<file path="config.mk">
export PLATFORM = sky130hd
export DESIGN_NAME = hcob_bank
export DESIGN_NICKNAME = d
export VERILOG_FILES = /design/src/verilog/hcob_pkg.sv /design/src/verilog/hcob_ovl_if.sv /design/src/verilog/hcob_bank.sv /design/src/verilog/hcob_ovl_timer.sv
export SDC_FILE = /design/constraint.sdc
export NUM_CORES = 1
export LEC_CHECK = 0
export ABC_AREA = 1
export BUFFER_PORTS_ARGS = -buffer_cell sky130_fd_sc_hd__buf_2
export CORE_UTILIZATION = 37
export DETAILED_ROUTE_END_ITERATION = 16
export SKIP_CTS_REPAIR_TIMING = 1
export SLEW_MARGIN = 20
export SYNTH_ARGS = -nofsm -noshare
export SYNTH_HDL_FRONTEND = slang
export SYNTH_SLANG_ARGS = --single-unit
</file>
<file path="constraint.sdc">
create_clock -name mclk -period 5.97 [get_ports mclk]
set_input_delay 0.2985 -clock mclk [delete_from_list [all_inputs] [get_ports mclk]]
set_output_delay 0.2985 -clock mclk [all_outputs]
set_load 0.02 [all_outputs]
</file>
<file path="src/verilog/hcob_pkg.sv">
// Constants and types for the hub option byte bank
package hcob_pkg;

  // ----------------------------------------------------------------
  // Byte offsets
  // ----------------------------------------------------------------
  localparam logic [7:0] ADDR_OPT_A = 8'h06;
  localparam logic [7:0] ADDR_OPT_B = 8'h07;
  localparam logic [7:0] ADDR_FIXED = 8'h08;
  localparam logic [7:0] ADDR_OFF_SELF = 8'h09;
  localparam logic [7:0] ADDR_OFF_BUS = 8'h0A;
  localparam logic [7:0] ADDR_DRAW_SELF = 8'h0B;

  // ----------------------------------------------------------------
  // Field positions
  // ----------------------------------------------------------------
  localparam int BIT_POWER_SOURCE = 7;
  localparam int BIT_FULL_SPEED = 5;
  localparam int BIT_FRAME_END_OFF = 3;
  localparam int BIT_SENSE_NONE = 2;
  localparam int BIT_DYNAMIC = 7;
  localparam int BIT_DELAY_HI = 5;
  localparam int BIT_DELAY_LO = 4;
  localparam int BIT_COMPOUND = 3;
  localparam int BIT_PORT1 = 1;
  localparam int BIT_PORT2 = 2;

  // ----------------------------------------------------------------
  // Writable bit masks and reset values
  // ----------------------------------------------------------------
  localparam logic [7:0] MASK_OPT_A = 8'hAE;
  localparam logic [7:0] MASK_OPT_B = 8'hB8;
  localparam logic [7:0] MASK_PORT = 8'h06;
  localparam logic [7:0] MASK_DRAW = 8'hFF;
  localparam logic [7:0] DEF_OPT_A_SELF = 8'h88;
  localparam logic [7:0] DEF_OPT_A_BUS = 8'h0C;
  localparam logic [7:0] DEF_OPT_B = 8'h90;
  localparam logic [7:0] DEF_PORT = 8'h00;
  localparam logic [7:0] DEF_DRAW_SELF = 8'h01;
  localparam logic [7:0] DATA_ZERO = 8'h00;

  // ----------------------------------------------------------------
  // Units and timing
  // ----------------------------------------------------------------
  localparam int DRAW_UNIT_MA = 2;
  localparam int CLK_PERIOD_NS = 20;
  localparam int OC_T0_NS = 100_000;
  localparam int OC_T1_NS = 2_000_000;
  localparam int OC_T2_NS = 4_000_000;
  localparam int OC_T3_NS = 6_000_000;
  localparam int OC_DLY0_CYC = (OC_T0_NS + CLK_PERIOD_NS - 1) / CLK_PERIOD_NS;
  localparam int OC_DLY1_CYC = (OC_T1_NS + CLK_PERIOD_NS - 1) / CLK_PERIOD_NS;
  localparam int OC_DLY2_CYC = (OC_T2_NS + CLK_PERIOD_NS - 1) / CLK_PERIOD_NS;
  localparam int OC_DLY3_CYC = (OC_T3_NS + CLK_PERIOD_NS - 1) / CLK_PERIOD_NS;
  localparam int OC_CNT_W = 19;

  typedef enum logic [1:0] {
    HCOB_DELAY_0P1MS,
    HCOB_DELAY_2MS,
    HCOB_DELAY_4MS,
    HCOB_DELAY_6MS
  } hcob_delay_type;

endpackage

</file>
<file path="src/verilog/hcob_ovl_if.sv">
// Carrier between option bank and overload delay timer
`timescale 1ns/1ns
interface hcob_ovl_if #(parameter int CNT_W = 19);
  logic enable;
  logic fault_raw;
  logic [CNT_W-1:0] limit;
  logic fault;

  modport bank (output enable, output fault_raw, output limit, input fault);
  modport timer (input enable, input fault_raw, input limit, output fault);
endinterface

</file>
<file path="src/verilog/hcob_bank.sv">
// Hub option byte bank: storage, readback and applied configuration
`timescale 1ns/1ns
module hcob_bank
  import hcob_pkg::*;
#(
  parameter bit DEFAULT_SELF = 1'b1,
  parameter int DLY0_CYC = OC_DLY0_CYC,
  parameter int DLY1_CYC = OC_DLY1_CYC,
  parameter int DLY2_CYC = OC_DLY2_CYC,
  parameter int DLY3_CYC = OC_DLY3_CYC
)
(
  input wire logic mclk,
  input wire logic rst,
  input wire logic cfg_wr,
  input wire logic cfg_rd,
  input wire logic [7:0] cfg_addr,
  input wire logic [7:0] cfg_wdata,
  input wire logic cfg_load_done,
  input wire logic local_power_sense_pin,
  input wire logic overload_n_pin,
  output logic [7:0] cfg_rdata,
  output logic cfg_rvalid,
  output logic hub_attach_enable,
  output logic self_powered,
  output logic full_speed_only,
  output logic frame_end_marker_off,
  output logic overload_sense_off,
  output logic overload_fault,
  output logic compound_device,
  output logic [2:1] fixed_port_bits,
  output logic [2:1] port_enabled,
  output logic [7:0] max_draw_self_value,
  output logic [8:0] max_draw_self_ma
);

  localparam logic [7:0] DEF_OPT_A = DEFAULT_SELF ? DEF_OPT_A_SELF : DEF_OPT_A_BUS;

  // ----------------------------------------------------------------
  // Storage
  // ----------------------------------------------------------------
  logic [7:0] opt_a_q;
  logic [7:0] opt_b_q;
  logic [7:0] fixed_q;
  logic [7:0] off_self_q;
  logic [7:0] off_bus_q;
  logic [7:0] draw_q;
  logic [7:0] rdata_q;
  logic rvalid_q;
  logic attach_q;
  logic sense_s1_q;
  logic sense_s2_q;
  logic ovl_n_s1_q;
  logic ovl_n_s2_q;
  logic self_q;
  logic self_d;
  logic fs_q;
  logic eop_off_q;
  logic sense_off_q;
  logic compound_q;
  logic [2:1] fixed_bits_q;
  logic [2:1] port_en_q;
  logic [2:1] port_en_d;
  logic [7:0] draw_val_q;
  logic [8:0] draw_ma_q;
  logic [OC_CNT_W-1:0] limit_q;
  hcob_delay_type delay_sel;

  hcob_ovl_if #(.CNT_W(OC_CNT_W)) ovl ();

  // Reserved positions never reach storage
  function automatic logic [7:0] keep_bits(input logic [7:0] data, input logic [7:0] mask);
    keep_bits = data & mask;
  endfunction

  function automatic logic hit(input logic strobe, input logic [7:0] addr, input logic [7:0] target);
    hit = strobe && (addr == target);
  endfunction

  always_ff @(posedge mclk or posedge rst)
  begin
    if (rst)
    begin
      opt_a_q <= DEF_OPT_A;
      opt_b_q <= DEF_OPT_B;
    end
    else
    begin
      if (hit(cfg_wr, cfg_addr, ADDR_OPT_A))
        opt_a_q <= keep_bits(cfg_wdata, MASK_OPT_A);
      if (hit(cfg_wr, cfg_addr, ADDR_OPT_B))
        opt_b_q <= keep_bits(cfg_wdata, MASK_OPT_B);
    end
  end

  always_ff @(posedge mclk or posedge rst)
  begin
    if (rst)
    begin
      fixed_q <= DEF_PORT;
      off_self_q <= DEF_PORT;
      off_bus_q <= DEF_PORT;
      draw_q <= DEF_DRAW_SELF;
    end
    else
    begin
      if (hit(cfg_wr, cfg_addr, ADDR_FIXED))
        fixed_q <= keep_bits(cfg_wdata, MASK_PORT);
      if (hit(cfg_wr, cfg_addr, ADDR_OFF_SELF))
        off_self_q <= keep_bits(cfg_wdata, MASK_PORT);
      if (hit(cfg_wr, cfg_addr, ADDR_OFF_BUS))
        off_bus_q <= keep_bits(cfg_wdata, MASK_PORT);
      if (hit(cfg_wr, cfg_addr, ADDR_DRAW_SELF))
        draw_q <= keep_bits(cfg_wdata, MASK_DRAW);
    end
  end

  // ----------------------------------------------------------------
  // Readback
  // ----------------------------------------------------------------
  always_ff @(posedge mclk or posedge rst)
  begin
    if (rst)
    begin
      rdata_q <= DATA_ZERO;
      rvalid_q <= 1'b0;
    end
    else
    begin
      rvalid_q <= cfg_rd;
      if (cfg_rd)
      begin
        unique case (cfg_addr)
          ADDR_OPT_A: rdata_q <= opt_a_q;
          ADDR_OPT_B: rdata_q <= opt_b_q;
          ADDR_FIXED: rdata_q <= fixed_q;
          ADDR_OFF_SELF: rdata_q <= off_self_q;
          ADDR_OFF_BUS: rdata_q <= off_bus_q;
          ADDR_DRAW_SELF: rdata_q <= draw_q;
          default: rdata_q <= DATA_ZERO;
        endcase
      end
    end
  end

  // ----------------------------------------------------------------
  // Attach gating
  // ----------------------------------------------------------------
  // Upstream attach waits for the loader; held until reset
  always_ff @(posedge mclk or posedge rst)
  begin
    if (rst)
      attach_q <= 1'b0;
    else if (cfg_load_done)
      attach_q <= 1'b1;
  end

  // ----------------------------------------------------------------
  // Pin synchronisers
  // ----------------------------------------------------------------
  always_ff @(posedge mclk or posedge rst)
  begin
    // Reset to idle levels so no false power drop or overload follows reset
    if (rst)
    begin
      sense_s1_q <= DEFAULT_SELF;
      sense_s2_q <= DEFAULT_SELF;
      ovl_n_s1_q <= 1'b1;
      ovl_n_s2_q <= 1'b1;
    end
    else
    begin
      sense_s1_q <= local_power_sense_pin;
      sense_s2_q <= sense_s1_q;
      ovl_n_s1_q <= overload_n_pin;
      ovl_n_s2_q <= ovl_n_s1_q;
    end
  end

  // ----------------------------------------------------------------
  // Applied configuration
  // ----------------------------------------------------------------
  // Dynamic mode follows local power both ways
  always_comb
  begin
    if (opt_b_q[BIT_DYNAMIC])
      self_d = sense_s2_q;
    else
      self_d = opt_a_q[BIT_POWER_SOURCE];
  end

  always_comb
  begin
    if (self_d)
      port_en_d = ~off_self_q[BIT_PORT2:BIT_PORT1];
    else
      port_en_d = ~off_bus_q[BIT_PORT2:BIT_PORT1];
  end

  always_ff @(posedge mclk or posedge rst)
  begin
    if (rst)
    begin
      self_q <= DEFAULT_SELF;
      port_en_q <= ~DEF_PORT[BIT_PORT2:BIT_PORT1];
    end
    else
    begin
      self_q <= self_d;
      port_en_q <= port_en_d;
    end
  end

  // Sensing off is honoured only while bus powered; otherwise ganged
  always_ff @(posedge mclk or posedge rst)
  begin
    if (rst)
    begin
      fs_q <= DEF_OPT_A[BIT_FULL_SPEED];
      eop_off_q <= DEF_OPT_A[BIT_FRAME_END_OFF];
      sense_off_q <= DEF_OPT_A[BIT_SENSE_NONE] && !DEFAULT_SELF;
      compound_q <= DEF_OPT_B[BIT_COMPOUND];
      fixed_bits_q <= DEF_PORT[BIT_PORT2:BIT_PORT1];
    end
    else
    begin
      fs_q <= opt_a_q[BIT_FULL_SPEED];
      eop_off_q <= opt_a_q[BIT_FRAME_END_OFF];
      sense_off_q <= opt_a_q[BIT_SENSE_NONE] && !self_d;
      compound_q <= opt_b_q[BIT_COMPOUND];
      fixed_bits_q <= fixed_q[BIT_PORT2:BIT_PORT1];
    end
  end

  always_ff @(posedge mclk or posedge rst)
  begin
    if (rst)
    begin
      draw_val_q <= DEF_DRAW_SELF;
      draw_ma_q <= 9'(DEF_DRAW_SELF) * 9'(DRAW_UNIT_MA);
    end
    else
    begin
      draw_val_q <= draw_q;
      draw_ma_q <= 9'(draw_q) * 9'(DRAW_UNIT_MA);
    end
  end

  // ----------------------------------------------------------------
  // Overload delay selection
  // ----------------------------------------------------------------
  assign delay_sel = hcob_delay_type'(opt_b_q[BIT_DELAY_HI:BIT_DELAY_LO]);

  always_ff @(posedge mclk or posedge rst)
  begin
    if (rst)
      limit_q <= OC_CNT_W'(DLY1_CYC);
    else
    begin
      unique case (delay_sel)
        HCOB_DELAY_0P1MS: limit_q <= OC_CNT_W'(DLY0_CYC);
        HCOB_DELAY_2MS: limit_q <= OC_CNT_W'(DLY1_CYC);
        HCOB_DELAY_4MS: limit_q <= OC_CNT_W'(DLY2_CYC);
        HCOB_DELAY_6MS: limit_q <= OC_CNT_W'(DLY3_CYC);
      endcase
    end
  end

  assign ovl.enable = !sense_off_q;
  assign ovl.fault_raw = !ovl_n_s2_q;
  assign ovl.limit = limit_q;

  hcob_ovl_timer #(.CNT_W(OC_CNT_W)) u_timer (
    .mclk(mclk),
    .rst(rst),
    .ovl(ovl.timer)
  );

  // ----------------------------------------------------------------
  // Outputs
  // ----------------------------------------------------------------
  assign cfg_rdata = rdata_q;
  assign cfg_rvalid = rvalid_q;
  assign hub_attach_enable = attach_q;
  assign self_powered = self_q;
  assign full_speed_only = fs_q;
  assign frame_end_marker_off = eop_off_q;
  assign overload_sense_off = sense_off_q;
  assign overload_fault = ovl.fault;
  assign compound_device = compound_q;
  assign fixed_port_bits = fixed_bits_q;
  assign port_enabled = port_en_q;
  assign max_draw_self_value = draw_val_q;
  assign max_draw_self_ma = draw_ma_q;
endmodule

</file>
<file path="src/verilog/hcob_ovl_timer.sv">
// Overload delay timer: qualifies a sustained overload
`timescale 1ns/1ns
module hcob_ovl_timer
  import hcob_pkg::*;
#(
  parameter int CNT_W = 19
)
(
  input wire logic mclk,
  input wire logic rst,
  hcob_ovl_if.timer ovl
);

  typedef enum logic [1:0] {
    HCOB_IDLE,
    HCOB_COUNT,
    HCOB_TRIPPED
  } hcob_tstate_type;

  hcob_tstate_type state_q;
  hcob_tstate_type state_d;
  logic [CNT_W-1:0] cnt_q;
  logic fault_q;

  // ----------------------------------------------------------------
  // Sequencing
  // ----------------------------------------------------------------
  always_comb
  begin
    state_d = state_q;
    unique case (state_q)
      HCOB_IDLE:
      begin
        if (ovl.enable && ovl.fault_raw)
          state_d = HCOB_COUNT;
      end
      HCOB_COUNT:
      begin
        if (!ovl.enable || !ovl.fault_raw)
          state_d = HCOB_IDLE;
        else if (cnt_q >= ovl.limit - CNT_W'(1))
          state_d = HCOB_TRIPPED;
      end
      HCOB_TRIPPED:
      begin
        if (!ovl.enable || !ovl.fault_raw)
          state_d = HCOB_IDLE;
      end
    endcase
  end

  always_ff @(posedge mclk or posedge rst)
  begin
    if (rst)
      state_q <= HCOB_IDLE;
    else
      state_q <= state_d;
  end

  // Counts only while the overload stays present
  always_ff @(posedge mclk or posedge rst)
  begin
    if (rst)
      cnt_q <= '0;
    else if (state_q == HCOB_COUNT && state_d == HCOB_COUNT)
      cnt_q <= cnt_q + CNT_W'(1);
    else
      cnt_q <= '0;
  end

  always_ff @(posedge mclk or posedge rst)
  begin
    if (rst)
      fault_q <= 1'b0;
    else
      fault_q <= (state_d == HCOB_TRIPPED);
  end

  assign ovl.fault = fault_q;
endmodule

</file>
Yosys cells after proc, flatten, opt, wreduce, memory -nomap -nowiden
Index checks and enable logic that the tools add are counted.

operators by class
  reduce and logical (&&, ||, !) cells = 15
  eq/ne operators = 13
  magnitude comparators = 1
  bitwise gates (word level) = 2
  add/subtract/negate cells = 2
  multiplexer cells = 10

operators with widths
  operator                                            number
  case mux 19 bit (4 select lines)                    1
  case mux 8 bit (6 select lines)                     1
  == test 8 x 4 -> 1 bit, second input constant       4
  adder 19 x 1 -> 19 bit, second input constant       1
  >= comparator 19 bit                                1
  2-to-1 mux 19 bit                                   1
  subtractor 19 x 1 -> 19 bit, second input constant  1
  == test 8 x 3 -> 1 bit, second input constant       2
  2-to-1 mux 2 bit                                    5
  logical AND 1 bit                                   9
  == test 2 bit, second input constant                4
  == test 2 x 1 -> 1 bit, second input constant       3
  case mux 2 bit (3 select lines)                     1
  logical NOT 2 bit                                   2
  NOT 2 bit                                           2
  logical NOT 1 bit                                   3
  logical OR 1 bit                                    1
  2-to-1 mux 1 bit                                    1

storage, ports and cells
  output and inout bits = 37
  input bits = 23
  word-level logic and storage cells = 68
  flip-flop bits (word level) = 95

Depth between registers and ports, before layout
Gate-level depths: netlist (run 1).

  word-level depth = 8
  gate-level depth with buffers = 20
  mapped depth without buffers = 19

Cells and area by module
From an unflattened synthesis (run 1), not the netlist that was laid out.

second synthesis, totals
  cell total of the unflattened synthesis = 513
  area, all modules = 4730.8 um2

modules (own cells, without submodules)
  module          sequential area each (um2)  times used  cells each  area each (um2)
  hcob_bank       1597.8                      1           239         2607.5
  hcob_ovl_timer  550.5                       1           274         2123.3

Worst setup path after synthesis (run 1)
Ideal clock, no wire load.

  path type = flip-flop to flip-flop
  start = register limit_q[3]
  end = register u_timer.cnt_q[11]
  slack = 3443 ps
  arrival time = 2447 ps
  setup time = 80 ps
  clock period less this slack = 2527 ps
  stages on the path, launching flop included = 20
  path buffers = 1
  required time = 5890 ps
  path through = dfrtp_1 -> inv_1 -> ha_1 -> nor3b_1 -> nand2_1 -> nor2_1 -> xnor2_1 -> ha_1 -> nand2_1 -> nor2_1 -> nand2_1 -> inv_1 -> nand2_1 -> nand2_1 -> nor2_2 -> nand3_1 -> nand2_2 -> nand3_4 -> buf_6 -> nor3_2

between the ends
  cells in the longest elaborated chain, start to end = 8

RTL lines
  what                             line                  source
  start: declaration               hcob_bank.sv:66       logic [OC_CNT_W-1:0] limit_q;
  start signal: assignment         hcob_bank.sv:257      limit_q <= OC_CNT_W'(DLY1_CYC);
  start signal: assignment         hcob_bank.sv:261      HCOB_DELAY_0P1MS: limit_q <= OC_CNT_W'(DLY0_CYC);
  start signal: assignment         hcob_bank.sv:262      HCOB_DELAY_2MS: limit_q <= OC_CNT_W'(DLY1_CYC);
  subtractor 19 x 1 -> 19 bit      hcob_ovl_timer.sv:41  else if (cnt_q >= ovl.limit - CNT_W'(1))
  >= comparator 19 bit             hcob_ovl_timer.sv:41
  2-to-1 mux 2 bit                 hcob_ovl_timer.sv:41
  2-to-1 mux 2 bit                 hcob_ovl_timer.sv:39  if (!ovl.enable || !ovl.fault_raw)
  case mux 2 bit (3 select lines)  hcob_ovl_timer.sv:31  unique case (state_q)
  == test 2 x 1 -> 1 bit           hcob_ovl_timer.sv:65  else if (state_q == HCOB_COUNT && state_d == HCOB_COUNT)
  logical AND 1 bit                hcob_ovl_timer.sv:65
  2-to-1 mux 19 bit                hcob_ovl_timer.sv:65
  end signal: assignment           hcob_ovl_timer.sv:66  cnt_q <= cnt_q + CNT_W'(1);
  end: declaration                 hcob_ovl_timer.sv:22  logic [CNT_W-1:0] cnt_q;

Every way passes these cells.
A chain may end at the register's enable or synchronous reset.

Worst setup path after layout (run 1)
  start = register limit_q[3]
  end = register u_timer.cnt_q[3]

The elaborated chain is that of the path after synthesis.

==> results of run 1 <==
-- sequential cells by signal (all words and copies together), names as in the netlist, 4 cells and up --
register	cells
u_timer.cnt_q	19
limit_q	9
cfg_rdata	8
draw_q	8
max_draw_self_ma	8
opt_a_q	5
opt_b_q	4
-- cell usage after synthesis, types with 2 or more instances --
cell,instances,area [sq um]
buf_6,3,33.8
o22ai_1,2,12.5
nor2_1,38,143
or2_2,2,12.5
mux2_2,2,22.5
buf_4,9,67.6
dfrtp_1,68,1700
nor3_2,14,140
nor3_1,15,75.1
o21bai_1,3,22.5
nand3b_1,2,15.0
mux2i_1,2,20.0
nand3_1,21,105
ha_1,26,325
o21ai_1,6,30.0
nand3_2,2,20.0
inv_1,56,210
nand4_1,3,18.8
xor2_1,8,70.1
nor2_2,3,18.8
nand2_2,3,18.8
a21oi_1,8,40.0
o21ai_0,22,110
dfstp_2,17,447
xnor2_1,9,78.8
nand2_1,117,439
-- worst paths after layout --
path                                            start                       endpoint
worst max-delay path             limit_q[3]$_DFF_PP0_     u_timer.cnt_q[3]$_DFF_PP0_
worst min-delay path            local_power_sense_pin           sense_s1_q$_DFF_PP1_
worst max register to register   limit_q[3]$_DFF_PP0_     u_timer.cnt_q[3]$_DFF_PP0_
worst min register to register   ovl_n_s1_q$_DFF_PP1_           ovl_n_s2_q$_DFF_PP1_
max in group asynchronous                         rst   overload_sense_off$_DFF_PP0_
min in group asynchronous                         rst  hub_attach_enable$_DFFE_PP0P_
-- where the power goes --
part,switching (mW),internal [mW]
sequential,0.0214,0.607
clock,0.228,0.328
combinational,0.133,0.0477
-- logic make-up after synthesis --
logic type	synth area share [%]
buffers and inverters	7.69
adders and majority gates	7.63
muxes	0.998
AOI/OAI and AO/OA	5.22
other	0.0880
xor gates and xnor gates	3.49
DFF	50.4
and+or+nand+nor	24.5
-- cell usage in the layout, fill, tap and decap left out, types with 3 or more instances in the layout --
master	instances
dfstp_2	17
o21ai_1	6
a21oi_1	8
ha_1	26
clkbuf_16	9
dfrtp_1	68
buf_2	58
o21bai_1	3
xnor2_1	9
nor3_1	15
inv_6	3
xor2_1	8
nand2_1	117
nand2_2	3
nor2_1	38
nand4_1	3
nand3_1	21
nor2_2	3
nor3_2	14
o21ai_0	22
inv_1	55
-- worst max-delay path, delay by kind of cell, from the launching register on --
family,cells,cell delay (ps)
simple gates,13,1770
fa+ha+maj,2,430
flops,1,400
buf+inv,2,140
xor+xnor,1,130
-- metal layers --
metal	routed length, microns	vias to the layer above
met4	116	0
met2	4320	52
met1	3850	1527
met3	298	12
li1	-	1609
met5	0	-
-- final cells by class --
cell class | instances | area (sq um) | area share, %
Sequential cell | 85 | 2150 | 43.6
Multi-Input combinational cell | 314 | 1790 | 36.3
Timing Repair Buffer | 59 | 302 | 6.12
Clock buffer | 10 | 229 | 4.65
Inverter | 58 | 219 | 4.44
Tap cell | 140 | 175 | 3.55
Clock inverter | 6 | 68.8 | 1.40
==> metrics.md, run 1 <==
| Metric | Value |
|---|---|
| Asr flop ratio synth | `100%` |
| Vias in the first global route | `~3300` |
| Crit path DAT | `around 3200 ps` |
| CTS root buffer | `clkbuf_16` |
| Die H | `approximately 110 microns` |
| Synth Flop Type | `dfrtp_1` |
| Max Cap Viol | `0` |
| Unrepaired setup endpoints after global routing | `false` |
| Fin cells | `between 600 and 700` |
| Critical Path Max Stage Delay | `approximately 400 ps` |
| Fillers | `~1100` |
| GRT busiest layer | `met2` |
| Congestion Overflow GR | `0` |
| Global-route wire length before repair | `between 10 and 15 mm` |
| Vias | `3200` |
| Clock H-tree levels | `3` |
| Die Area | `roughly 12000 sq um` |
| Hold/Removal Path Class | `primary input to flip-flop` |
| Netlist cell types | `36` |
| Number of synthesized flops with an enable pin | `0` |
| CTS tree | `built` |
| Number of I/O port buffers | `between 50 and 60` |
| Ports | `60` |
| Hold_ws | `56.0 ps` |
| Syn avg cell area | `9.05 sq um` |
| Final hold vios | `0` |
| Non-Filler Cell Area, Final | `approximately 4900 sq um` |
| FF-to-FF setup slack | `~3000 ps` |
| Met1 Use GR | `between 20 and 25%` |
| Worst EP required | `approximately 6200 ps` |
| Fmax | `about 340 MHz` |
| Worst setup margin | `between 3000 and 4000 ps` |
| Worst slew margin | `around 51%` |
| CP cell instances | `inv_1 > ha_1 > nor3b_1 > nand2_1 > nor2_1 > xnor2_1 > ha_1 > nand2_1 > nor2_1 > nand2_1 > inv_1 > nand2_1 > nand2_1 > nor2_2 > nand3_1 > nand2_1 > nand2_2 > nor3_1` |
| # clock sinks | `85` |
| Tcrit/Tclk final | `around half` |
| Worst Path Max Fanout | `21` |
| Total power divided by cell area | `277 nW/um^2` |
| Mapped Nets | `520` |
| Crit-path most repeated cell | `nand2_1` |
| Crit path time final | `2960 ps` |
| Detailed-route DRC error count | `0` |
| TritonCTS Buffers | `9` |
| Hold path cells | `1` |
| Maximum vdd drop | `around 0.00016 V` |
| Sum of negative setup slack | `0 ps` |
| Clock latency on the worst-skew pair | `around 340 ps` |
| Detailed Route WL | `8.58 mm` |
| Status | `complete, no violations` |
| Routed len/inst | `between 10 and 15 microns` |
| N_diodes | `0` |
| # setup viols final | `0` |
| Initial core utilization | `approximately two fifths` |
| Util after Layout | `roughly 45%` |
| Pwr Total | `1.36 mW` |
| Die Wd | `109 microns` |
| Clock Tree Buf Depth | `2` |
| Sequential area share after synthesis | `about 50%` |
| Worst Reg-to-Reg Cells | `18` |
| Inst Count DP | `656` |
| Syn Inst Count | `approximately 470` |
| Proportion of layout cells with a drive suffix above 1 | `22.6%` |
| Crit-path slowest cell | `dfrtp_1` |
| Initial antenna violation count | `0` |
| Met3 Track Usage GR | `4.68%` |
| Drt initial violations | `approximately 130` |
| Warnings, synthesis | `0` |
| Routability congestion estimate | `between 0.8 and 0.9` |
| Crit start category | `flip-flop` |
| Transition time of the tightest slew-check pin | `between 700 and 800 ps` |
| Largest net degree at the start of global routing | `between 80 and 90` |
| Syn-to-layout area delta | `15.6%` |
| Static Leakage | `roughly 2.4 nW` |
| Flops & latches, synth | `85` |
| Final ANT Viol Nets | `0` |
| CTS clock-pin slew for the worst setup and hold paths | `60 ps` |
| Mapped cell area | `about 4300 sq um` |
| First drt pass iteration count | `4` |
| Crit path capture type | `flip-flop` |
| GRT Util Overall | `between 15 and 20%` |
| Core box area | `around 11000 sq um` |
| Dpl hpwl | `around 6.3 mm` |
| Core Rows | `38` |
| Layout Nets | `~580` |
| WS Path Type | `flip-flop to flip-flop` |
| Dpl ws | `~3000 ps` |
| Clock skew | `7.97 ps` |
| Max Slew Vio Count | `0` |
| Grt met2 use | `between 20% and 30%` |
| Via-to-Cell Ratio | `around 4.8` |
| Post-placement cell area | `between 4000 and 5000 sq um` |
No activity file was read; power rests on OpenSTA's default activity.
==> inputs of run 2 (changes only) <==
==> constraint.sdc (replaced) <==
create_clock -name mclk -period 2.39 [get_ports mclk]
set_input_delay 0.1195 -clock mclk [delete_from_list [all_inputs] [get_ports mclk]]
set_output_delay 0.1195 -clock mclk [all_outputs]
set_load 0.02 [all_outputs]
==> metrics.md, run 2 (same netlist as run 1, synthesis figures left out) <==
| Metric | Value |
|---|---|
| Status | `finished with violations` |
| Failing checks | `setup timing` |
| Syn-to-layout area delta | `23.8%` |
| Inst Count DP | `roughly 670` |
| Met3 wire length | `approximately 290 microns` |
| Pwr Total | `about 3.7 mW` |
| Reg with most FFs | `u_timer.cnt_q` |
| Dpl hpwl | `around 6.5 mm` |
| Total power divided by cell area | `between 600 and 700 nW/um^2` |
| Largest regs | `u_timer.cnt_q (19), limit_q (9)` |
| Dpl ws | `-275 ps` |
| DRT met1 WL | `4.10 mm` |
| Most common cell after layout, fill and taps aside | `nand2_1` |
| # clock sinks | `85` |
| Die H | `approximately 110 microns` |
| Vias | `3300` |
| Max layer used | `met4` |
| Final ANT Viol Nets | `0` |
| # setup viols final | `21` |
| GRT Util Overall | `16.1%` |
| Ports | `60` |
| Initial antenna violation count | `0` |
| Worst setup margin | `-261 ps` |
| Core Rows | `38` |
| N_diodes | `0` |
| Tcrit/Tclk final | `111%` |
| Congestion Overflow GR | `0` |
| Via-to-Cell Ratio | `4.73` |
| Detailed Route WL | `between 8 and 9 mm` |
| Transition time of the tightest slew-check pin | `794 ps` |
| Worst Path Max Fanout | `6` |
| Clock skew | `between 9 and 10 ps` |
| Routed len/inst | `~13 microns` |
| Die Wd | `109 microns` |
| WS Path Type | `flip-flop to flip-flop` |
| Unrepaired setup endpoints after global routing | `true` |
| Max Slew Vio Count | `0` |
| Crit path DAT | `2900 ps` |
| Number of I/O port buffers | `between 50 and 60` |
| Crit start category | `flip-flop` |
| Layout Nets | `between 600 and 700` |
| CTS root buffer | `clkbuf_16` |
| Max Cap Viol | `0` |
| Proportion of layout cells with a drive suffix above 1 | `between 20 and 30%` |
| Fillers | `around 1100` |
| Clock H-tree levels | `3` |
| Worst slew margin | `a little under half` |
| TritonCTS Buffers | `9` |
| Drt initial violations | `around 160` |
| CTS clock-pin slew for the worst setup and hold paths | `70 ps` |
| Clock Tree Buf Depth | `2` |
| Crit path capture type | `flip-flop` |
| Final hold vios | `0` |
| Initial core utilization | `about two fifths` |
| First drt pass iteration count | `5` |
| Hold_ws | `between 4 and 5 ps` |
| Routability congestion estimate | `approximately 0.83` |
| CTS tree | `built` |
| Maximum vdd drop | `0.000453 V` |
| Fmax | `~380 MHz` |
| Core box area | `about 11000 sq um` |
| Number of flip-flops in the largest register | `19` |
| Worst EP required | `around 2600 ps` |
| Die Area | `approximately 12000 sq um` |
| Fin cells | `between 600 and 700` |
| Met2 routed WL | `around 4.5 mm` |
| Most frequent cells in the layout | `113 x nand2_1, 68 x dfrtp_1, 58 x buf_2` |
| Largest net degree at the start of global routing | `49` |
| Global-route wire length before repair | `between 10 and 15 mm` |
| Hold/Removal Path Class | `primary input to flip-flop` |
| Vias in the first global route | `a little over 3000` |
| Detailed-route DRC error count | `0` |
| Crit path time final | `approximately 2700 ps` |
| Clock latency on the worst-skew pair | `about 340 ps` |
| Static Leakage | `between 2 and 3 nW` |
## run 2: changes by cell type in the layout (fill, tap and decap cells not counted), sizes merged
cell	before	now
clkbuf	10	9
dlygate4sd3	0	5
buf	59	79
clkinv	3	4
## run 2: through the flow
stage	TNS [ps]	instance area [sq um]	utilization [%]
2_1_floorplan	-386	4290	-
3_3_place_gp	-3480	4780	43.3
3_5_place_dp	-5040	4780	43.3
4_1_cts	-5430	5080	46.1
5_1_grt	-8690	5280	47.8
6_report	-4820	5280	47.8
## run 2: area by class of cell
type / instances / area (sq um) / area share [%]
Inverter: 58 / 219 / 4.15
Timing Repair Buffer: 84 / 534 / 10.1
Tap cell: 140 / 175 / 3.32
Multi-Input combinational cell: 314 / 1890 / 35.9
Clock buffer: 9 / 225 / 4.27
Sequential cell: 85 / 2150 / 40.7
Clock inverter: 7 / 80.1 / 1.52
## run 2: worst max-delay path: stages, from the launching register on
cell and delay [ps]:
dfstp_2 550, inv_2 40, ha_4 150, nor3b_4 140, nand2_2 70, nor2_2 40
xnor2_1 110, ha_1 350, nand2_2 100, inv_1 40, nand2_1 60, nand2_1 50
o21bai_4 170, nor2_2 120, nand3_1 90, nand2_2 90, nand3_4 120, buf_6 150
nor3_1 130
## run 2: per-layer routing
| layer | vias up | GRT usage (%) |
|---|---|---|
| met5 | - | 0 |
| met1 | 1577 | 20.0 |
| met3 | 4 | 3.79 |
| li1 | 1664 | - |
| met2 | 55 | 27.6 |
| met4 | 0 | 5.14 |
## run 2: path summary, 6_finish.rpt
check | slack (ps) | cells past startpoint | endpoint | start
setup reg to reg | -260 | 18 | u_timer.cnt_q[3]$_DFF_PP0_ | limit_q[15]$_DFF_PP1_
max in group asynchronous | 1140 | 4 | u_timer.cnt_q[4]$_DFF_PP0_ | rst
min in group asynchronous | 450 | 3 | hub_attach_enable$_DFFE_PP0P_ | rst
hold / removal | 5 | 2 | draw_q[6]$_DFFE_PP0P_ | cfg_wdata[6]
hold reg to reg | 360 | 0 | ovl_n_s2_q$_DFF_PP1_ | ovl_n_s1_q$_DFF_PP1_
setup / recovery | -260 | 18 | u_timer.cnt_q[3]$_DFF_PP0_ | limit_q[15]$_DFF_PP1_
## run 2: power by group
group          switching, mW  internal, mW  total, mW
sequential            0.0479          1.51       1.56
combinational          0.422         0.272      0.694
clock                  0.608         0.824       1.43
total                   1.08          2.61       3.69
==> inputs of run 3 (changes only) <==
--- a/config.mk
+++ b/config.mk
@@ -9,7 +9,6 @@
 export BUFFER_PORTS_ARGS = -buffer_cell sky130_fd_sc_hd__buf_2
 export CORE_UTILIZATION = 37
 export DETAILED_ROUTE_END_ITERATION = 16
-export SKIP_CTS_REPAIR_TIMING = 1
 export SLEW_MARGIN = 20
 export SYNTH_ARGS = -nofsm -noshare
 export SYNTH_HDL_FRONTEND = slang
==> constraint.sdc (replaced) <==
create_clock -name mclk -period 2.7 [get_ports mclk]
set_input_delay 0.135 -clock mclk [delete_from_list [all_inputs] [get_ports mclk]]
set_output_delay 0.135 -clock mclk [all_outputs]
set_load 0.02 [all_outputs]
==> metrics.md, run 3 (same netlist as run 1, synthesis figures left out) <==
| Metric | Value |
|---|---|
| Ports | `60` |
| Global-route wire length before repair | `around 15 mm` |
| CP cell instances | `inv_2 > ha_4 > nor3b_4 > nand2_1 > nor2_1 > xnor2_1 > ha_1 > nand2_2 > inv_2 > nand2_1 > nand2_1 > o21bai_4 > nor2_2 > nand3_1 > nand2_2 > nand3_4 > clkbuf_16 > nor3_2` |
| Total power divided by cell area | `about 670 nW/um^2` |
| Hold/Removal Path Class | `primary input to flip-flop` |
| Number of flip-flops in the largest register | `19` |
| Critical Path Max Stage Delay | `roughly 550 ps` |
| Dpl ws | `-81.3 ps` |
| WS Path Type | `flip-flop to flip-flop` |
| Tcrit/Tclk final | `100%` |
| Dpl hpwl | `around 6.5 mm` |
| Static Leakage | `about 2.6 nW` |
| Core Rows | `38` |
| # setup viols final | `1` |
| Clock skew | `6.40 ps` |
| Routability congestion estimate | `just over 0.8` |
| Crit-path slowest cell | `dfstp_2` |
| CTS clock-pin slew for the worst setup and hold paths | `about 60 ps` |
| Largest regs | `u_timer.cnt_q (19), limit_q (9)` |
| Die H | `109 microns` |
| N_diodes | `0` |
| Routed len/inst | `around 14 microns` |
| Drt initial violations | `approximately 130` |
| Max Slew Vio Count | `0` |
| # clock sinks | `85` |
| Util after Layout | `roughly 50%` |
| Status | `finished with violations` |
| Proportion of layout cells with a drive suffix above 1 | `30.9%` |
| TritonCTS Buffers | `9` |
| Failing checks | `setup timing` |
| GRT Util Overall | `16.8%` |
| Fillers | `1002` |
| CTS tree | `built` |
| Worst setup margin | `-1.63 ps` |
| Worst EP required | `approximately 3000 ps` |
| Max Cap Viol | `0` |
| CTS root buffer | `clkbuf_16` |
| Final hold vios | `0` |
| Crit path DAT | `2980 ps` |
| Die Wd | `~110 microns` |
| Initial antenna violation count | `0` |
| WP buf/inv | `3` |
| Vias in the first global route | `approximately 3200` |
| Detailed Route WL | `about 9.6 mm` |
| Top delay family on crit path | `simple AND/OR/NAND/NOR gates` |
| Clock Tree Buf Depth | `2` |
| Clock latency on the worst-skew pair | `350 ps` |
| Core box area | `11000 sq um` |
| Crit-path most repeated cell | `nand2_1` |
| Via-to-Cell Ratio | `4.84` |
| Sum of negative setup slack | `-1.63 ps` |
| Final ANT Viol Nets | `0` |
| Syn-to-layout area delta | `27.7%` |
| Worst slew margin | `a little over half` |
| Maximum vdd drop | `roughly 0.00051 V` |
| Fin cells | `696` |
| Non-Filler Cell Area, Final | `5450 sq um` |
| Number of I/O port buffers | `58` |
| Layout Nets | `600` |
| Worst Path Max Fanout | `5` |
| Inst Count DP | `roughly 660` |
| Die Area | `roughly 12000 sq um` |
| Crit start category | `flip-flop` |
| Transition time of the tightest slew-check pin | `around 690 ps` |
| Largest net degree at the start of global routing | `48` |
| Detailed-route DRC error count | `0` |
| Crit path time final | `between 2000 and 3000 ps` |
| Most common cell after layout, fill and taps aside | `nand2_1` |
| Unrepaired setup endpoints after global routing | `true` |
| Initial core utilization | `38.6%` |
| Reg with most FFs | `u_timer.cnt_q` |
| Vias | `3369` |
| Congestion Overflow GR | `0` |
| First drt pass iteration count | `4` |
| Clock H-tree levels | `3` |
| Post-placement cell area | `roughly 4700 sq um` |
| Crit path capture type | `flip-flop` |
| Fmax | `between 300 and 400 MHz` |
| Most frequent cells in the layout | `113 x nand2_1, 68 x dfrtp_1, 58 x buf_2` |
## run 3: cell count changes in the layout (fill, tap and decap cells not counted), moves of 2 or more
| cell | delta |
|---|---|
| buf_4 | -5 |
| clkbuf_16 | +4 |
| nor3_2 | -4 |
| inv_1 | -4 |
| nor3_1 | -2 |
| inv_2 | +4 |
| clkbuf_8 | +2 |
| nand2_2 | -2 |
| nand2_4 | +2 |
| nor3_4 | +6 |
## run 3: cell type report
class	count	area, sq um	share of cell area [%]
Clock inverter	5	88.8	1.63
Timing Repair Buffer	83	603	11.1
Sequential cell	85	2150	39.5
Inverter	58	219	4.02
Tap cell	140	175	3.22
Clock buffer	11	253	4.64
Multi-Input combinational cell	314	1960	36.0
## run 3: final timing paths
check	from	to	slack, ps	depth (start not counted)
setup / recovery	limit_q[15]$_DFF_PP1_	u_timer.cnt_q[5]$_DFF_PP0_	-2	18
hold / removal	cfg_rd	cfg_rvalid$_DFF_PP0_	10	1
setup reg to reg	limit_q[15]$_DFF_PP1_	u_timer.cnt_q[5]$_DFF_PP0_	-2	18
hold reg to reg	ovl_n_s1_q$_DFF_PP1_	ovl_n_s2_q$_DFF_PP1_	360	0
max in group asynchronous	rst	ovl_n_s1_q$_DFF_PP1_	1550	4
min in group asynchronous	rst	hub_attach_enable$_DFFE_PP0P_	420	3
## run 3: stage by stage
step / power (mW) / hold slack (ps)
floorplan: 1.76 / 139
global placement: 1.86 / 241
detailed placement: 1.88 / 243
CTS: 3.33 / 1.81
global route: 3.81 / 6.01
finish: 3.66 / 13.5
## run 3: worst reg2reg max path, delay by kind of cell (launching register included)
kind,cells,cell delay [ps]
buffers and inverters,3,280
and+or+nand+nor,11,1060
adders and majority gates,2,470
AOI/OAI and AO/OA,1,160
xor gates and xnor gates,1,120
DFF,1,550
## run 3: what timing repair did
item,in CTS,in global routing
gates resized for setup,3,41
buffers inserted,1,8
pin swaps,0,13
endpoints found under the hold margin,34,0
cloned,0,6
setup endpoints to repair,19,21
hold buffers,4,0
## run 3: power by group
group	leakage, nW	internal [mW]	switching (mW)
logic	1.36	0.377	0.478
clock network	0.169	0.874	0.536
registers	1.10	1.34	0.0501
## run 3: layer usage
layer / part of all wire (%) / up-vias / GRT usage (%)
li1: - / 1652 / -
met1: 42 / 1622 / 20.5
met2: 51 / 77 / 27.6
met3: 4.6 / 18 / 6.11
met4: 2.2 / 0 / 5.33
met5: 0 / - / 0
